===== src/esfr_pkg.sv =====
// Constants for the extension special-function-register block
package esfr_pkg;
  localparam logic [7:0] ADDR_PAGE_HIGH_BYTE   = 8'hA1;
  localparam logic [7:0] ADDR_EXT_ADDR_CONTROL = 8'hA2;
  localparam logic [7:0] ADDR_AUX_PORT_DATA    = 8'hA6;
  localparam logic [7:0] ADDR_EXTRA_IRQ_CTRL   = 8'hC0;
  localparam logic [7:0] RST_PAGE_HIGH_BYTE    = 8'h00;
  localparam logic [7:0] RST_EXT_ADDR_CONTROL  = 8'h70;
  localparam logic [7:0] RST_AUX_PORT_DATA     = 8'hFF;
  localparam logic [7:0] RST_EXTRA_IRQ_CTRL    = 8'h00;
  localparam logic [2:0] EAC_RSVD_VALUE        = 3'h7;
  localparam int         EAC_MODE_BIT          = 7;
  localparam int         EAC_RSVD_HI           = 6;
  localparam int         EAC_RSVD_LO           = 4;
  localparam int         XIC_TRIG_A            = 0;
  localparam int         XIC_REQ_A             = 1;
  localparam int         XIC_EN_A              = 2;
  localparam int         XIC_PRI_A             = 3;
  localparam int         XIC_B_OFS             = 4;
  localparam logic [7:0] VEC_EXTRA_A           = 8'h33;
  localparam logic [7:0] VEC_EXTRA_B           = 8'h3B;
  localparam logic [2:0] POLL_EXTRA_A          = 3'h6;
  localparam logic [2:0] POLL_EXTRA_B          = 3'h7;
  localparam logic [3:0] UPPER_ZERO            = 4'h0;
  typedef enum logic [1:0] {
    ESFR_RUN   = 2'b00,
    ESFR_IDLE  = 2'b01,
    ESFR_PDOWN = 2'b10
  } esfr_pwr_t;
endpackage : esfr_pkg


===== src/esfr_irq_chan.sv =====
// One extra external interrupt channel: trigger detect and request flag
`timescale 1ns/10ps
module esfr_irq_chan
(
  input  wire logic clk_sys,
  input  wire logic sys_rst,
  input  wire logic pin_n,
  input  wire logic trig_edge,
  input  wire logic serviced,
  input  wire logic sw_wr,
  input  wire logic sw_val,
  output logic      flag_r,
  output logic      request
);
  logic pin_d_r;
  logic fall;
  logic flag_nxt;

  assign fall = pin_d_r & ~pin_n;
  // set on edge, clear on service; set wins
  assign flag_nxt = (trig_edge & fall) ? 1'b1 :
                    (serviced & trig_edge) ? 1'b0 :
                    sw_wr ? sw_val : flag_r;
  assign request = trig_edge ? flag_r : ~pin_n;

  always_ff @(posedge clk_sys or posedge sys_rst)
  begin
    if (sys_rst)
    begin
      pin_d_r <= 1'b1;
      flag_r  <= 1'b0;
    end
    else
    begin
      pin_d_r <= pin_n;
      flag_r  <= flag_nxt;
    end
  end
endmodule : esfr_irq_chan


===== src/esfr_top.sv =====
// Extension SFRs: upper address/chip select, aux port, extra interrupts, page byte
`timescale 1ns/10ps
module esfr_top
  import esfr_pkg::*;
(
  input  wire logic             clk_sys,
  input  wire logic             sys_rst,
  input  wire logic [7:0]       sfr_addr,
  input  wire logic             sfr_wr,
  input  wire logic [7:0]       sfr_wdata,
  input  wire logic             sfr_rd,
  output logic      [7:0]       sfr_rdata,
  input  wire logic             bit_wr,
  input  wire logic [7:0]       bit_addr,
  input  wire logic             bit_val,
  output logic                  bit_rdata,
  input  wire logic [15:0]      core_addr,
  input  wire logic             core_ale,
  input  wire logic             core_program_store_en_n_n,
  input  wire logic             code_space_read,
  input  wire logic             ext_data_move,
  input  wire logic             paged_external_move,
  input  wire esfr_pkg::esfr_pwr_t pwr_mode,
  output logic      [7:0]       low_addr_port,
  output logic      [7:0]       high_addr_port,
  output logic      [3:0]       upper_addr_select_pins,
  output logic                  ale,
  output logic                  program_store_en_n,
  input  wire logic [7:0]       aux_port_in,
  output logic      [7:0]       aux_port_out,
  input  wire logic             extra_irq_a_n,
  input  wire logic             extra_irq_b_n,
  input  wire logic             service_a,
  input  wire logic             service_b,
  output logic                  irq_req_a,
  output logic                  irq_req_b,
  output logic                  irq_hi_a,
  output logic                  irq_hi_b,
  output logic      [7:0]       irq_vector,
  output logic      [2:0]       irq_poll_rank,
  output logic                  irq_vector_valid
);
  import esfr_pkg::*;

  logic [7:0] page_high_byte_r;
  logic [7:0] ext_addr_control_r;
  logic [7:0] aux_port_data_r;
  logic [7:0] extra_irq_control_r;
  logic [7:0] xic_nxt;
  logic [7:0] eac_nxt;
  logic [7:0] eac_view;
  logic [7:0] high_addr_nxt;
  logic [3:0] upper_nxt;
  logic [3:0] cs_decode_n;
  logic       hit_phb;
  logic       hit_eac;
  logic       hit_aux;
  logic       hit_xic;
  logic       bit_hit;
  logic [2:0] bit_idx;
  logic       chip_sel_mode;
  logic       data_access;
  logic [1:0] flag_r;
  logic [7:0] xic_view;
  logic [1:0] raw_req;
  logic [1:0] trig;
  logic [1:0] service;
  logic [1:0] pin_n;
  logic [1:0] sw_flag_wr;
  logic [1:0] sw_flag_val;
  logic [3:0] cs_hold_n;

  assign hit_phb = (sfr_addr == ADDR_PAGE_HIGH_BYTE);
  assign hit_eac = (sfr_addr == ADDR_EXT_ADDR_CONTROL);
  assign hit_aux = (sfr_addr == ADDR_AUX_PORT_DATA);
  assign hit_xic = (sfr_addr == ADDR_EXTRA_IRQ_CTRL);
  // only the irq control answers bit addresses
  assign bit_hit = (bit_addr[7:3] == ADDR_EXTRA_IRQ_CTRL[7:3]);
  assign bit_idx = bit_addr[2:0];

  // reserved bits always read as ones
  assign eac_view = {ext_addr_control_r[EAC_MODE_BIT], EAC_RSVD_VALUE,
                     ext_addr_control_r[3:0]};
  assign eac_nxt = (sfr_wr && hit_eac) ?
                   {sfr_wdata[EAC_MODE_BIT], EAC_RSVD_VALUE, sfr_wdata[3:0]} :
                   ext_addr_control_r;

  // reads of aux port return pin levels
  assign sfr_rdata = hit_phb ? page_high_byte_r :
                     hit_eac ? eac_view :
                     hit_aux ? aux_port_in :
                     hit_xic ? xic_view : 8'h00;
  assign bit_rdata = bit_hit ? xic_view[bit_idx] : 1'b0;

  // Request flags read live from the channels, not a cycle late
  assign xic_view = {extra_irq_control_r[7:6], flag_r[1], extra_irq_control_r[4:2],
                     flag_r[0], extra_irq_control_r[0]};
  assign trig    = {extra_irq_control_r[XIC_TRIG_A + XIC_B_OFS],
                    extra_irq_control_r[XIC_TRIG_A]};
  assign service = {service_b, service_a};
  assign pin_n   = {extra_irq_b_n, extra_irq_a_n};

  // Per-channel detector, software writes to the flag bit pass through it
  genvar g;
  generate
    for (g = 0; g < 2; g = g + 1)
    begin : g_chan
      localparam int FB = XIC_REQ_A + g * XIC_B_OFS;
      assign sw_flag_wr[g]  = (sfr_wr && hit_xic) ||
                              (bit_wr && bit_hit && (bit_idx == FB[2:0]));
      assign sw_flag_val[g] = (sfr_wr && hit_xic) ? sfr_wdata[FB] : bit_val;
      esfr_irq_chan u_chan
      (
        .clk_sys   (clk_sys),
        .sys_rst   (sys_rst),
        .pin_n     (pin_n[g]),
        .trig_edge (trig[g]),
        .serviced  (service[g]),
        .sw_wr     (sw_flag_wr[g]),
        .sw_val    (sw_flag_val[g]),
        .flag_r    (flag_r[g]),
        .request   (raw_req[g])
      );
    end
  endgenerate

  // Byte and bit writes to the irq control; flags owned by channels
  always_comb
  begin
    xic_nxt = extra_irq_control_r;
    if (sfr_wr && hit_xic)
      xic_nxt = sfr_wdata;
    else if (bit_wr && bit_hit)
      xic_nxt[bit_idx] = bit_val;
    xic_nxt[XIC_REQ_A]             = flag_r[0];
    xic_nxt[XIC_REQ_A + XIC_B_OFS] = flag_r[1];
  end

  assign irq_req_a = raw_req[0] & extra_irq_control_r[XIC_EN_A];
  assign irq_req_b = raw_req[1] & extra_irq_control_r[XIC_EN_A + XIC_B_OFS];
  assign irq_hi_a  = extra_irq_control_r[XIC_PRI_A];
  assign irq_hi_b  = extra_irq_control_r[XIC_PRI_A + XIC_B_OFS];
  assign irq_vector_valid = irq_req_a | irq_req_b;
  assign irq_vector = (irq_req_a && (irq_hi_a || !irq_hi_b || !irq_req_b)) ?
                      VEC_EXTRA_A : (irq_req_b ? VEC_EXTRA_B : 8'h00);
  // within a level A is polled before B
  assign irq_poll_rank = (irq_vector == VEC_EXTRA_A) ? POLL_EXTRA_A :
                         (irq_req_b ? POLL_EXTRA_B : 3'h0);

  assign chip_sel_mode = ext_addr_control_r[EAC_MODE_BIT];
  // page byte on high port during paged moves
  assign high_addr_nxt = paged_external_move ? page_high_byte_r : core_addr[15:8];
  // select k covers 16K window k
  generate
    for (g = 0; g < 4; g = g + 1)
    begin : g_cs
      localparam logic [1:0] IDX = 2'(g);
      assign cs_decode_n[g] = ~(high_addr_nxt[7:6] == IDX);
      assign cs_hold_n[g]   = ~(high_addr_port[7:6] == IDX);
    end
  endgenerate
  // nibble only during code-space reads or external data moves
  assign data_access = code_space_read | ext_data_move;
  // nibble or zero, or decode; low-power modes give the held decode or zero
  assign upper_nxt = chip_sel_mode ? cs_decode_n :
                     (data_access ? ext_addr_control_r[3:0] : UPPER_ZERO);

  // strobes forced in idle and power-down
  assign ale = (pwr_mode == ESFR_IDLE) ? 1'b1 :
               (pwr_mode == ESFR_PDOWN) ? 1'b0 : core_ale;
  assign program_store_en_n = (pwr_mode == ESFR_IDLE) ? 1'b1 :
                              (pwr_mode == ESFR_PDOWN) ? 1'b0 : core_program_store_en_n_n;
  assign aux_port_out = aux_port_data_r;

  always_ff @(posedge clk_sys or posedge sys_rst)
  begin
    if (sys_rst)
    begin
      page_high_byte_r       <= RST_PAGE_HIGH_BYTE;
      ext_addr_control_r     <= RST_EXT_ADDR_CONTROL;
      aux_port_data_r        <= RST_AUX_PORT_DATA;
      extra_irq_control_r    <= RST_EXTRA_IRQ_CTRL;
      low_addr_port          <= 8'h00;
      high_addr_port         <= 8'h00;
      upper_addr_select_pins <= UPPER_ZERO;
    end
    else
    begin
      if (sfr_wr && hit_phb)
        page_high_byte_r <= sfr_wdata;
      if (sfr_wr && hit_aux)
        aux_port_data_r <= sfr_wdata;
      ext_addr_control_r  <= eac_nxt;
      extra_irq_control_r <= xic_nxt;
      // Address ports hold their value in low-power modes
      if (pwr_mode == ESFR_IDLE || pwr_mode == ESFR_PDOWN)
      begin
        low_addr_port  <= low_addr_port;
        high_addr_port <= high_addr_port;
      end
      else
      begin
        low_addr_port  <= core_addr[7:0];
        high_addr_port <= high_addr_nxt;
      end
      upper_addr_select_pins <= (pwr_mode == ESFR_RUN) ? upper_nxt :
        (chip_sel_mode ? cs_hold_n : UPPER_ZERO);
    end
  end
endmodule : esfr_top


===== config.mk =====
export PLATFORM = sky130hd
export DESIGN_NAME = esfr_top
export DESIGN_NICKNAME = d
export VERILOG_FILES = /design/src/esfr_pkg.sv /design/src/esfr_irq_chan.sv /design/src/esfr_top.sv
export SDC_FILE = /design/constraint.sdc
export NUM_CORES = 1
export LEC_CHECK = 0
export BUFFER_PORTS_ARGS = -buffer_cell sky130_fd_sc_hd__buf_4
export CAP_MARGIN = 20
export CORE_UTILIZATION = 44
export DETAILED_ROUTE_END_ITERATION = 16
export PLACE_DENSITY = 0.76
export SYNTH_ARGS = -nofsm -noshare
export SYNTH_HDL_FRONTEND = slang
export SYNTH_SLANG_ARGS = --single-unit

===== constraint.sdc =====
create_clock -name clk_sys -period 1.43 [get_ports clk_sys]
set_clock_uncertainty 0.15 [all_clocks]
set_input_delay 0.0715 -clock clk_sys [delete_from_list [all_inputs] [get_ports clk_sys]]
set_output_delay 0.0715 -clock clk_sys [all_outputs]
set_load 0.02 [all_outputs]

After elaboration in Yosys (flattened, before gate mapping) --
Index checks and enable logic that the tools add are counted.
Word-level totals: register bits 53, bits of input ports 65, output and inout port bits 55, logic and storage cells 107
Operators by class: magnitude comparators 2, equal/unequal tests 16, multiplexer cells 35, bitwise operators 20, reductions and logical operators 22
Operators with widths (count):
- 8-bit 2-to-1 mux | 7
- 8-bit equality test (second input constant) | 4
- 1-bit 2-to-1 mux | 17
- 4-bit 2-to-1 mux | 4
- 6-bit 2-to-1 mux | 2
- 2-bit equality test (second input constant) | 5
- 1-bit inverter | 10
- 1-bit logical AND | 9
- 1-bit bitwise AND | 8
- 8-bit bitwise mux | 1
- 2-bit by 1-bit equality test with 1-bit output (second input constant) | 3
- 6-bit equality test (second input constant) | 1
- 2-bit logical NOT | 3
- 3-bit 2-to-1 mux | 2
- 3-bit nonzero test | 2
- 5-bit equality test (second input constant) | 1
- 1-bit logical OR | 5
- 3-bit by 4-bit less-than comparator with 1-bit output (second input constant) | 1
- 1-bit binary-select mux with 3-bit select | 1
- 1-bit demux with 3-bit select | 1
- 3-bit by 1-bit equality test with 1-bit output (second input constant) | 1
- 3-bit equality test (second input constant) | 1
- 3-bit by 1-bit >= comparator with 1-bit output (second input constant) | 1
- 1-bit logical NOT | 2
- other kinds (2) | 3

Longest topological paths before layout --
Gate-level depths: netlist of run 1.
depth after elaboration 9, depth in mapped cells 6, mapped depth without buffers 5

Hierarchy --
A second synthesis of run 1 with hierarchy kept.
Second synthesis, totals: cells, all modules 281, area, all modules 2892.8 µm²
Modules (own cells, without submodules):
- esfr_top | instances 1, cells an instance 265, area each 2702.6 µm², seq. area each 1186.1 µm²
- esfr_irq_chan | instances 2, cells an instance 8, area each 95.1 µm², seq. area each 51.3 µm²

Least setup slack after synthesis of run 1 --
No wires, ideal clock.
kind reg-to-output, start point reg extra_irq_control_r[0], end point out irq_vector[3], arrival 1365 ps, required time 1209 ps, path slack -156 ps, cell stages (with the launch flop) 7, path buffers 1, cell sequence dfrtp_1 > nand2_1 > o21ai_0 > nand2_1 > inv_1 > a21oi_1 > buf_4
Between the ends: cells in the longest elaborated chain, start to end 4
Ends and longest elaborated chain:
- start, declared | RTL line esfr_top.sv:48 | logic [7:0] extra_irq_control_r;
- start signal, assigned | RTL line esfr_top.sv:194 | extra_irq_control_r <= xic_nxt;
- 1-bit 2-to-1 mux | RTL line esfr_irq_chan.sv:24 | assign request = trig_edge ? flag_r : ~pin_n;
- 1-bit bitwise AND | RTL line esfr_top.sv:139 | assign irq_req_a = raw_req[0] & extra_irq_control_r[XIC_EN_A];
- named net irq_req_a | RTL line esfr_top.sv:35 | output logic irq_req_a,
- 1-bit logical AND | RTL line esfr_top.sv:144 | assign irq_vector = (irq_req_a && (irq_hi_a || !irq_hi_b || !irq_req_b)) ?
- 6-bit 2-to-1 mux | RTL line esfr_top.sv:144
- end, declared | RTL line esfr_top.sv:39 | output logic [7:0] irq_vector,
The timed path passes the listed nets, and every way through them passes these cells.

Final worst setup path of run 1 --
start point reg extra_irq_control_r[0], end point out bit_rdata
Between the ends: cells in the longest elaborated chain, start to end 3
Ends and longest elaborated chain:
- 1-bit binary-select mux with 3-bit select | RTL line esfr_top.sv:93 | assign bit_rdata = bit_hit ? xic_view[bit_idx] : 1'b0;
- 1-bit 2-to-1 mux (not written as such) | RTL line esfr_top.sv:93
- 1-bit 2-to-1 mux | RTL line esfr_top.sv:93
- end, declared | RTL line esfr_top.sv:16 | output logic bit_rdata,
No other way between the ends. The select of a mux whose other input is x is not followed.

==> impl_metrics.yaml, run 1 <==
routing:
  via_count: 2739
  met1_length_mm: 3.45
  vias_per_cell: 5.28
  top_layer: "met4"
  ant_nets: 0
  drt_iter0_markers: 157
  wire_per_inst_um: 16.6
  drt_wl_total_mm: 8.60
  first_pass_iters: 4
  drcViolationCount: 0
  wl_met3_um: 520
  dr_wl_met2_mm: 4.45
power:
  p_clk_share_pct: 25.4
  p_comb_share_pct: 32.3
  p_int_mw: 2.79
  leakage_nw: 2.21
  sw_frac_of_total_pct: 29.8
  p_sw_mw: 1.18
  p_seq_share_pct: 42.3
  p_per_area_nw_per_um2: 839
  irDropWorstVdd_mv: 0.828
  p_total_mw: 3.98
flow_run:
  max_cap_violations: 0
logic_synthesis:
  ys_types: 45
  synth_ff_type: "dfrtp_1"
  synth_edf_count: 0
  synthArstFlopShare_pct: 100
  synthCells: 277
  ys_ff_latch: 51
  syn_area_per_cell_um2: 10.3
  synth_area_um2: 2870
  synth_seq_area_share_pct: 45.0
  yosys_warnings: 0
cts:
  clk_pin_slew_ns: 0.09
  cts-root-buf: "clkbuf_8"
  cts.path.max_buffers: 2
  clkSinkCount: 51
  numCtsBuffers: 5
  cts_tree: "yes"
  clk_latency_ns: 0.31
  htreeDepth: 2
worst_hold_path:
  hold_path.class: "primary input to flop"
  worstHoldStart: "code_space_read"
sta:
  hold_viol: 0
  fin_ws_ns: -0.369
  final_max_slew_viol_count: 0
  setup_tns_ns: -2.50
  fin_crit_sh_pct: 126
  hold_ws_ns: 0.0181
  rsz0062_at_grt: "yes"
  setup_viol: 20
  clock.fmax_ghz: 0.556
  period_needed_ns: 1.80
setup_path:
  cp.arrival_ns: 1.58
  path_class: "flop to primary output"
  r2r-end: "upper_addr_select_pins[0]$_DFF_PP0_"
  critPathRequiredTime_ns: 1.21
  reg2reg_depth: 3
  rrSetupSlack_ns: 0.09
  critPathLaunch: "extra_irq_control_r[0]$_DFFE_PP0P_"
  critPathCaptureType: "primary output"
  reg2reg_from: "page_high_byte_r[6]$_DFFE_PP0P_"
  worstPathMaxFanout: 2
  start_kind: "flop"
  crit_end: "bit_rdata"
floorplan:
  die_h_um: 82.7
  rows: 29
  ioPinCount: 120
  die_w_um: 82.7
  dieArea_um2: 6840
  start_util_pct: 45.4
  core_area_um2: 6310
grt:
  grt_pass1_wl_mm: 12.7
  antenna_found_initial: 0
  grt_max_degree: 38
  grt_pass1_vias: 2664
  grtUsageTotal_pct: 25.3
  grt_overflow_total: 0
final_layout:
  mostFrequentLayoutCells: "buf_4, dfrtp_1, mux2_2"
  fin_area_um2: 4740
  diodes: 0
  layout_commonest_cell: "buf_4"
  area_growth_pct: 65.3
  num-nets-final: 509
  layout.cells.non_filler: 519
  drive_above_1_share_pct: 56.3
  utilization_pct: 75.0
placement:
  place_area_um2: 3970
  routabilityCongestion: 0.869
  port_buffers: 115
  place_hpwl_mm: 6.07
  pre_cts_ws_ns: -0.283
  dp_cells: 475
run_status:
  status: "complete, but fails checks"
  violations: "setup timing"
==> logic make-up (layout without fill, tap and decap cells) <==
kind of cell | Yosys count | count (layout) | share of synthesized area, %
and+or+nand+nor | 82 | 82 | 15.8
AOI/OAI and AO/OA | 58 | 58 | 12.3
DFF | 51 | 51 | 45.0
muxes | 49 | 49 | 19.4
buffers and inverters | 33 | 196 | 6.07
adders and majority gates | 3 | 3 | 1.31
other | 1 | 3 | 0.131
==> how the worst min path moves through the flow <==
stage / endpoint / cells after the start / slack, ns
2_1_floorplan: g_chan[0].u_chan.pin_d_r$_DFF_PP1_ / 0 / -0.07
3_3_place_gp: high_addr_port[3]$_DFFE_PP0N_ / 2 / -0.08
3_5_place_dp: high_addr_port[3]$_DFFE_PP0N_ / 2 / -0.07
4_1_cts: upper_addr_select_pins[3]$_DFF_PP0_ / 4 / 0.01
5_1_grt: upper_addr_select_pins[3]$_DFF_PP0_ / 4 / 0.05
6_report: upper_addr_select_pins[3]$_DFF_PP0_ / 4 / 0.02
==> flip-flops by register name, indices dropped and copies added, names as in the netlist <==
name / count
aux_port_out: 8
high_addr_port: 8
low_addr_port: 8
page_high_byte_r: 8
extra_irq_control_r: 6
ext_addr_control_r: 5
upper_addr_select_pins: 4
g_chan.u_chan.flag_r: 2
g_chan.u_chan.pin_d_r: 2
==> worst max-delay path, stage by stage (launching register included) <==
cell and delay (ns):
dfrtp_1 0.40, mux4_2 0.50, mux2i_2 0.18, nor3_2 0.05, buf_4 0.15
==> synth_stat cells, types with 3 or more instances <==
cell,number,area [um^2]
nand2b_1,12,75.1
nand2_1,30,113
nor3_1,6,30.0
inv_1,9,33.8
dfrtp_1,41,1030
clkbuf_1,8,30.0
o21ai_0,34,170
nor2_1,4,15.0
mux2_2,33,372
a21oi_1,5,25.0
nor2b_1,10,62.6
a22oi_1,5,37.5
buf_2,4,20.0
nand4_1,3,18.8
mux2i_1,14,140
ha_1,3,37.5
buf_4,10,75.1
dfstp_2,10,263
a32oi_1,3,26.3
==> repair_timing <==
item                                    in CTS  in global routing
endpoints found under the hold margin       90                  0
setup buffers                                2                  7
endpoints found under the setup margin      20                 21
resized for setup                           48                 34
cloned                                       0                  0
pin swaps                                   10                 13
hold buffers                                28                  0
==> cell type report <==
type,instances,area [um^2]
multi-input cells,195,1640
repair buffers,179,1560
clock buffers,5,68.8
fillers,439,1580
flip-flops and latches,51,1290
clock inverters,3,43.8
well taps,77,96.3
inverters,9,37.5
==> power groups by stage <==
| stage | sequential (mW) | combinational, mW | clock [mW] |
|---|---|---|---|
| global route | 1.70 | 1.38 | 1.08 |
| floorplan | 1.81 | 0.438 | 0 |
| global placement | 1.70 | 1.02 | 0 |
| CTS | 1.68 | 1.19 | 1.03 |
| finish | 1.68 | 1.29 | 1.01 |
| detailed placement | 1.70 | 1.04 | 0 |
==> per-layer routing <==
layer | GRT usage (%) | up-vias
met3 | 4.07 | 15
met2 | 43.4 | 110
met4 | 8.28 | 0
li1 | - | 1303
met1 | 32.3 | 1311
met5 | 0 | -
No activity file was read; power rests on OpenSTA's default activity.
==> run 2, diff against run 1 <==
--- a/config.mk
+++ b/config.mk
@@ -10,6 +10,7 @@
 export CORE_UTILIZATION = 44
 export DETAILED_ROUTE_END_ITERATION = 16
 export PLACE_DENSITY = 0.76
+export SKIP_LAST_GASP = 1
 export SYNTH_ARGS = -nofsm -noshare
 export SYNTH_HDL_FRONTEND = slang
 export SYNTH_SLANG_ARGS = --single-unit
==> run 2 against run 1 <==
- the run still ends with setup timing left
- sequential power barely moved
- sequential share of layout area fell by 0.11 points
- non-clock buffer count rose by 4
- maximum frequency fell by 0.26%
- first-iteration DRC count fell by 1.9%
- sequential cell count did not move
- design area rose by 0.42%
- wire length rose by 2.6%
- clock power barely moved
- hold slack improved by 0.0014 ns
- register-to-register slack got worse by 0.10 ns
- critical path type unchanged
- critical endpoint unchanged
- highest routed layer unchanged
==> impl_metrics.yaml, run 2 (synthesis gave the netlist of run 1 again) <==
run_status:
  status: "complete, but fails checks"
  violations: "setup timing"
final_layout:
  drive_above_1_share_pct: 56.1
  layout_commonest_cell: "buf_4"
  diodes: 0
  num-nets-final: 513
  area_growth_pct: 66.0
  mostFrequentLayoutCells: "buf_4, dfrtp_1, mux2_2"
  layout.cells.non_filler: 523
  fillCellCount: 443
grt:
  grt_pass1_vias: 2652
  grt_max_degree: 38
  grt_pass1_wl_mm: 12.6
  grtUsageTotal_pct: 25.1
  antenna_found_initial: 0
  grt_overflow_total: 0
sta:
  setup_tns_ns: -3.14
  fin_crit_sh_pct: 126
  hold_viol: 0
  period_needed_ns: 1.80
  final_max_slew_viol_count: 0
  fin_ws_ns: -0.374
  clock.fmax_ghz: 0.554
  setup_viol: 21
  rsz0062_at_grt: "yes"
setup_path:
  cp.arrival_ns: 1.58
  rrSetupSlack_ns: -0.01
  crit_end: "bit_rdata"
  critPathCaptureType: "primary output"
  reg2reg_depth: 6
  critPathLaunch: "extra_irq_control_r[0]$_DFFE_PP0P_"
  critPathRequiredTime_ns: 1.21
  r2r-end: "g_chan[0].u_chan.flag_r$_DFFE_PP0P_"
  path_class: "flop to primary output"
  start_kind: "flop"
  reg2reg_from: "g_chan[0].u_chan.flag_r$_DFFE_PP0P_"
  worstPathMaxFanout: 2
placement:
  dp_cells: 475
  port_buffers: 115
  routabilityCongestion: 0.869
  place_hpwl_mm: 6.07
power:
  leakage_nw: 2.22
  sw_frac_of_total_pct: 29.7
  p_int_mw: 2.84
  p_clk_share_pct: 24.9
  p_per_area_nw_per_um2: 848
  p_comb_share_pct: 33.3
  p_seq_share_pct: 41.8
  irDropWorstVdd_mv: 0.830
  p_sw_mw: 1.20
cts:
  cts.path.max_buffers: 2
  cts-root-buf: "clkbuf_8"
  cts_tree: "yes"
  numCtsBuffers: 5
  htreeDepth: 2
  clk_pin_slew_ns: 0.09
  clk_latency_ns: 0.30
  clkSinkCount: 51
routing:
  drt_iter0_markers: 154
  wire_per_inst_um: 16.9
  drt_wl_total_mm: 8.82
  vias_per_cell: 5.30
  first_pass_iters: 4
  ant_nets: 0
  via_count: 2772
  drcViolationCount: 0
floorplan:
  die_w_um: 82.7
  rows: 29
  die_h_um: 82.7
  core_area_um2: 6310
  ioPinCount: 120
  dieArea_um2: 6840
  start_util_pct: 45.4
flow_run:
  max_cap_violations: 0
worst_hold_path:
  worstHoldStart: "code_space_read"
  hold_path.class: "primary input to flop"
==> run 2: layout make-up <==
class,count,area [um^2],area share (%)
multi-input cells,195,1630,34.2
repair buffers,183,1590,33.5
clock buffers,5,68.8,1.45
clock inverters,3,43.8,0.921
inverters,9,37.5,0.789
well taps,77,96.3,2.03
flip-flops and latches,51,1290,27.1
==> run 2: per-stage QoR <==
step | total power, mW | utilization (%) | setup slack, ns | hold WS (ns) | cell area, um^2
floorplan | 2.24 | - | -0.0147 | -0.0740 | 2900
global route | 4.22 | 75.3 | -0.427 | 0.0499 | 4760
detailed placement | 2.74 | 62.8 | -0.283 | -0.0732 | 3970
global placement | 2.72 | 62.8 | -0.229 | -0.0803 | 3970
CTS | 3.88 | 71.5 | -0.365 | 0.00970 | 4520
finish | 4.03 | 75.3 | -0.374 | 0.0195 | 4760
==> run 2: critical path, cell delays in order (launching register included) <==
cell     delay (ns)
dfrtp_1        0.40
mux4_2         0.49
mux2i_2        0.18
nor3_2         0.06
buf_4          0.15
==> run 2: metal layers <==
| layer | global-route usage [%] | up-vias | routed length [um] |
|---|---|---|---|
| met4 | 8.79 | 0 | 254 |
| li1 | - | 1310 | - |
| met1 | 32.0 | 1330 | 3540 |
| met3 | 4.18 | 23 | 494 |
| met5 | 0 | - | 0 |
| met2 | 42.7 | 109 | 4540 |
==> run 2: how the worst min path moves through the flow <==
stage                                          end  slack [ns]  cells past startpoint
4_1_cts        upper_addr_select_pins[3]$_DFF_PP0_        0.01                      4
2_1_floorplan   g_chan[0].u_chan.pin_d_r$_DFF_PP1_       -0.07                      0
5_1_grt        upper_addr_select_pins[3]$_DFF_PP0_        0.05                      4
3_5_place_dp         high_addr_port[3]$_DFFE_PP0N_       -0.07                      2
6_report       upper_addr_select_pins[3]$_DFF_PP0_        0.02                      4
3_3_place_gp         high_addr_port[3]$_DFFE_PP0N_       -0.08                      2
==> run 2: what timing repair did <==
| action | CTS | global route |
|---|---|---|
| endpoints found under the hold margin | 90 | 0 |
| pin swaps | 10 | 17 |
| hold buffers | 28 | 0 |
| setup buffers | 2 | 11 |
| endpoints found under the setup margin | 20 | 21 |
| resized for setup | 39 | 38 |
==> run 2: power groups by stage <==
stage                     Clock [mW]  Combinational, mW  Sequential, mW
after floorplan                    0              0.438            1.81
after global placement             0               1.02            1.70
after detailed placement           0               1.04            1.70
after CTS                       1.03               1.16            1.68
after global routing            1.08               1.44            1.70
final                           1.01               1.34            1.68
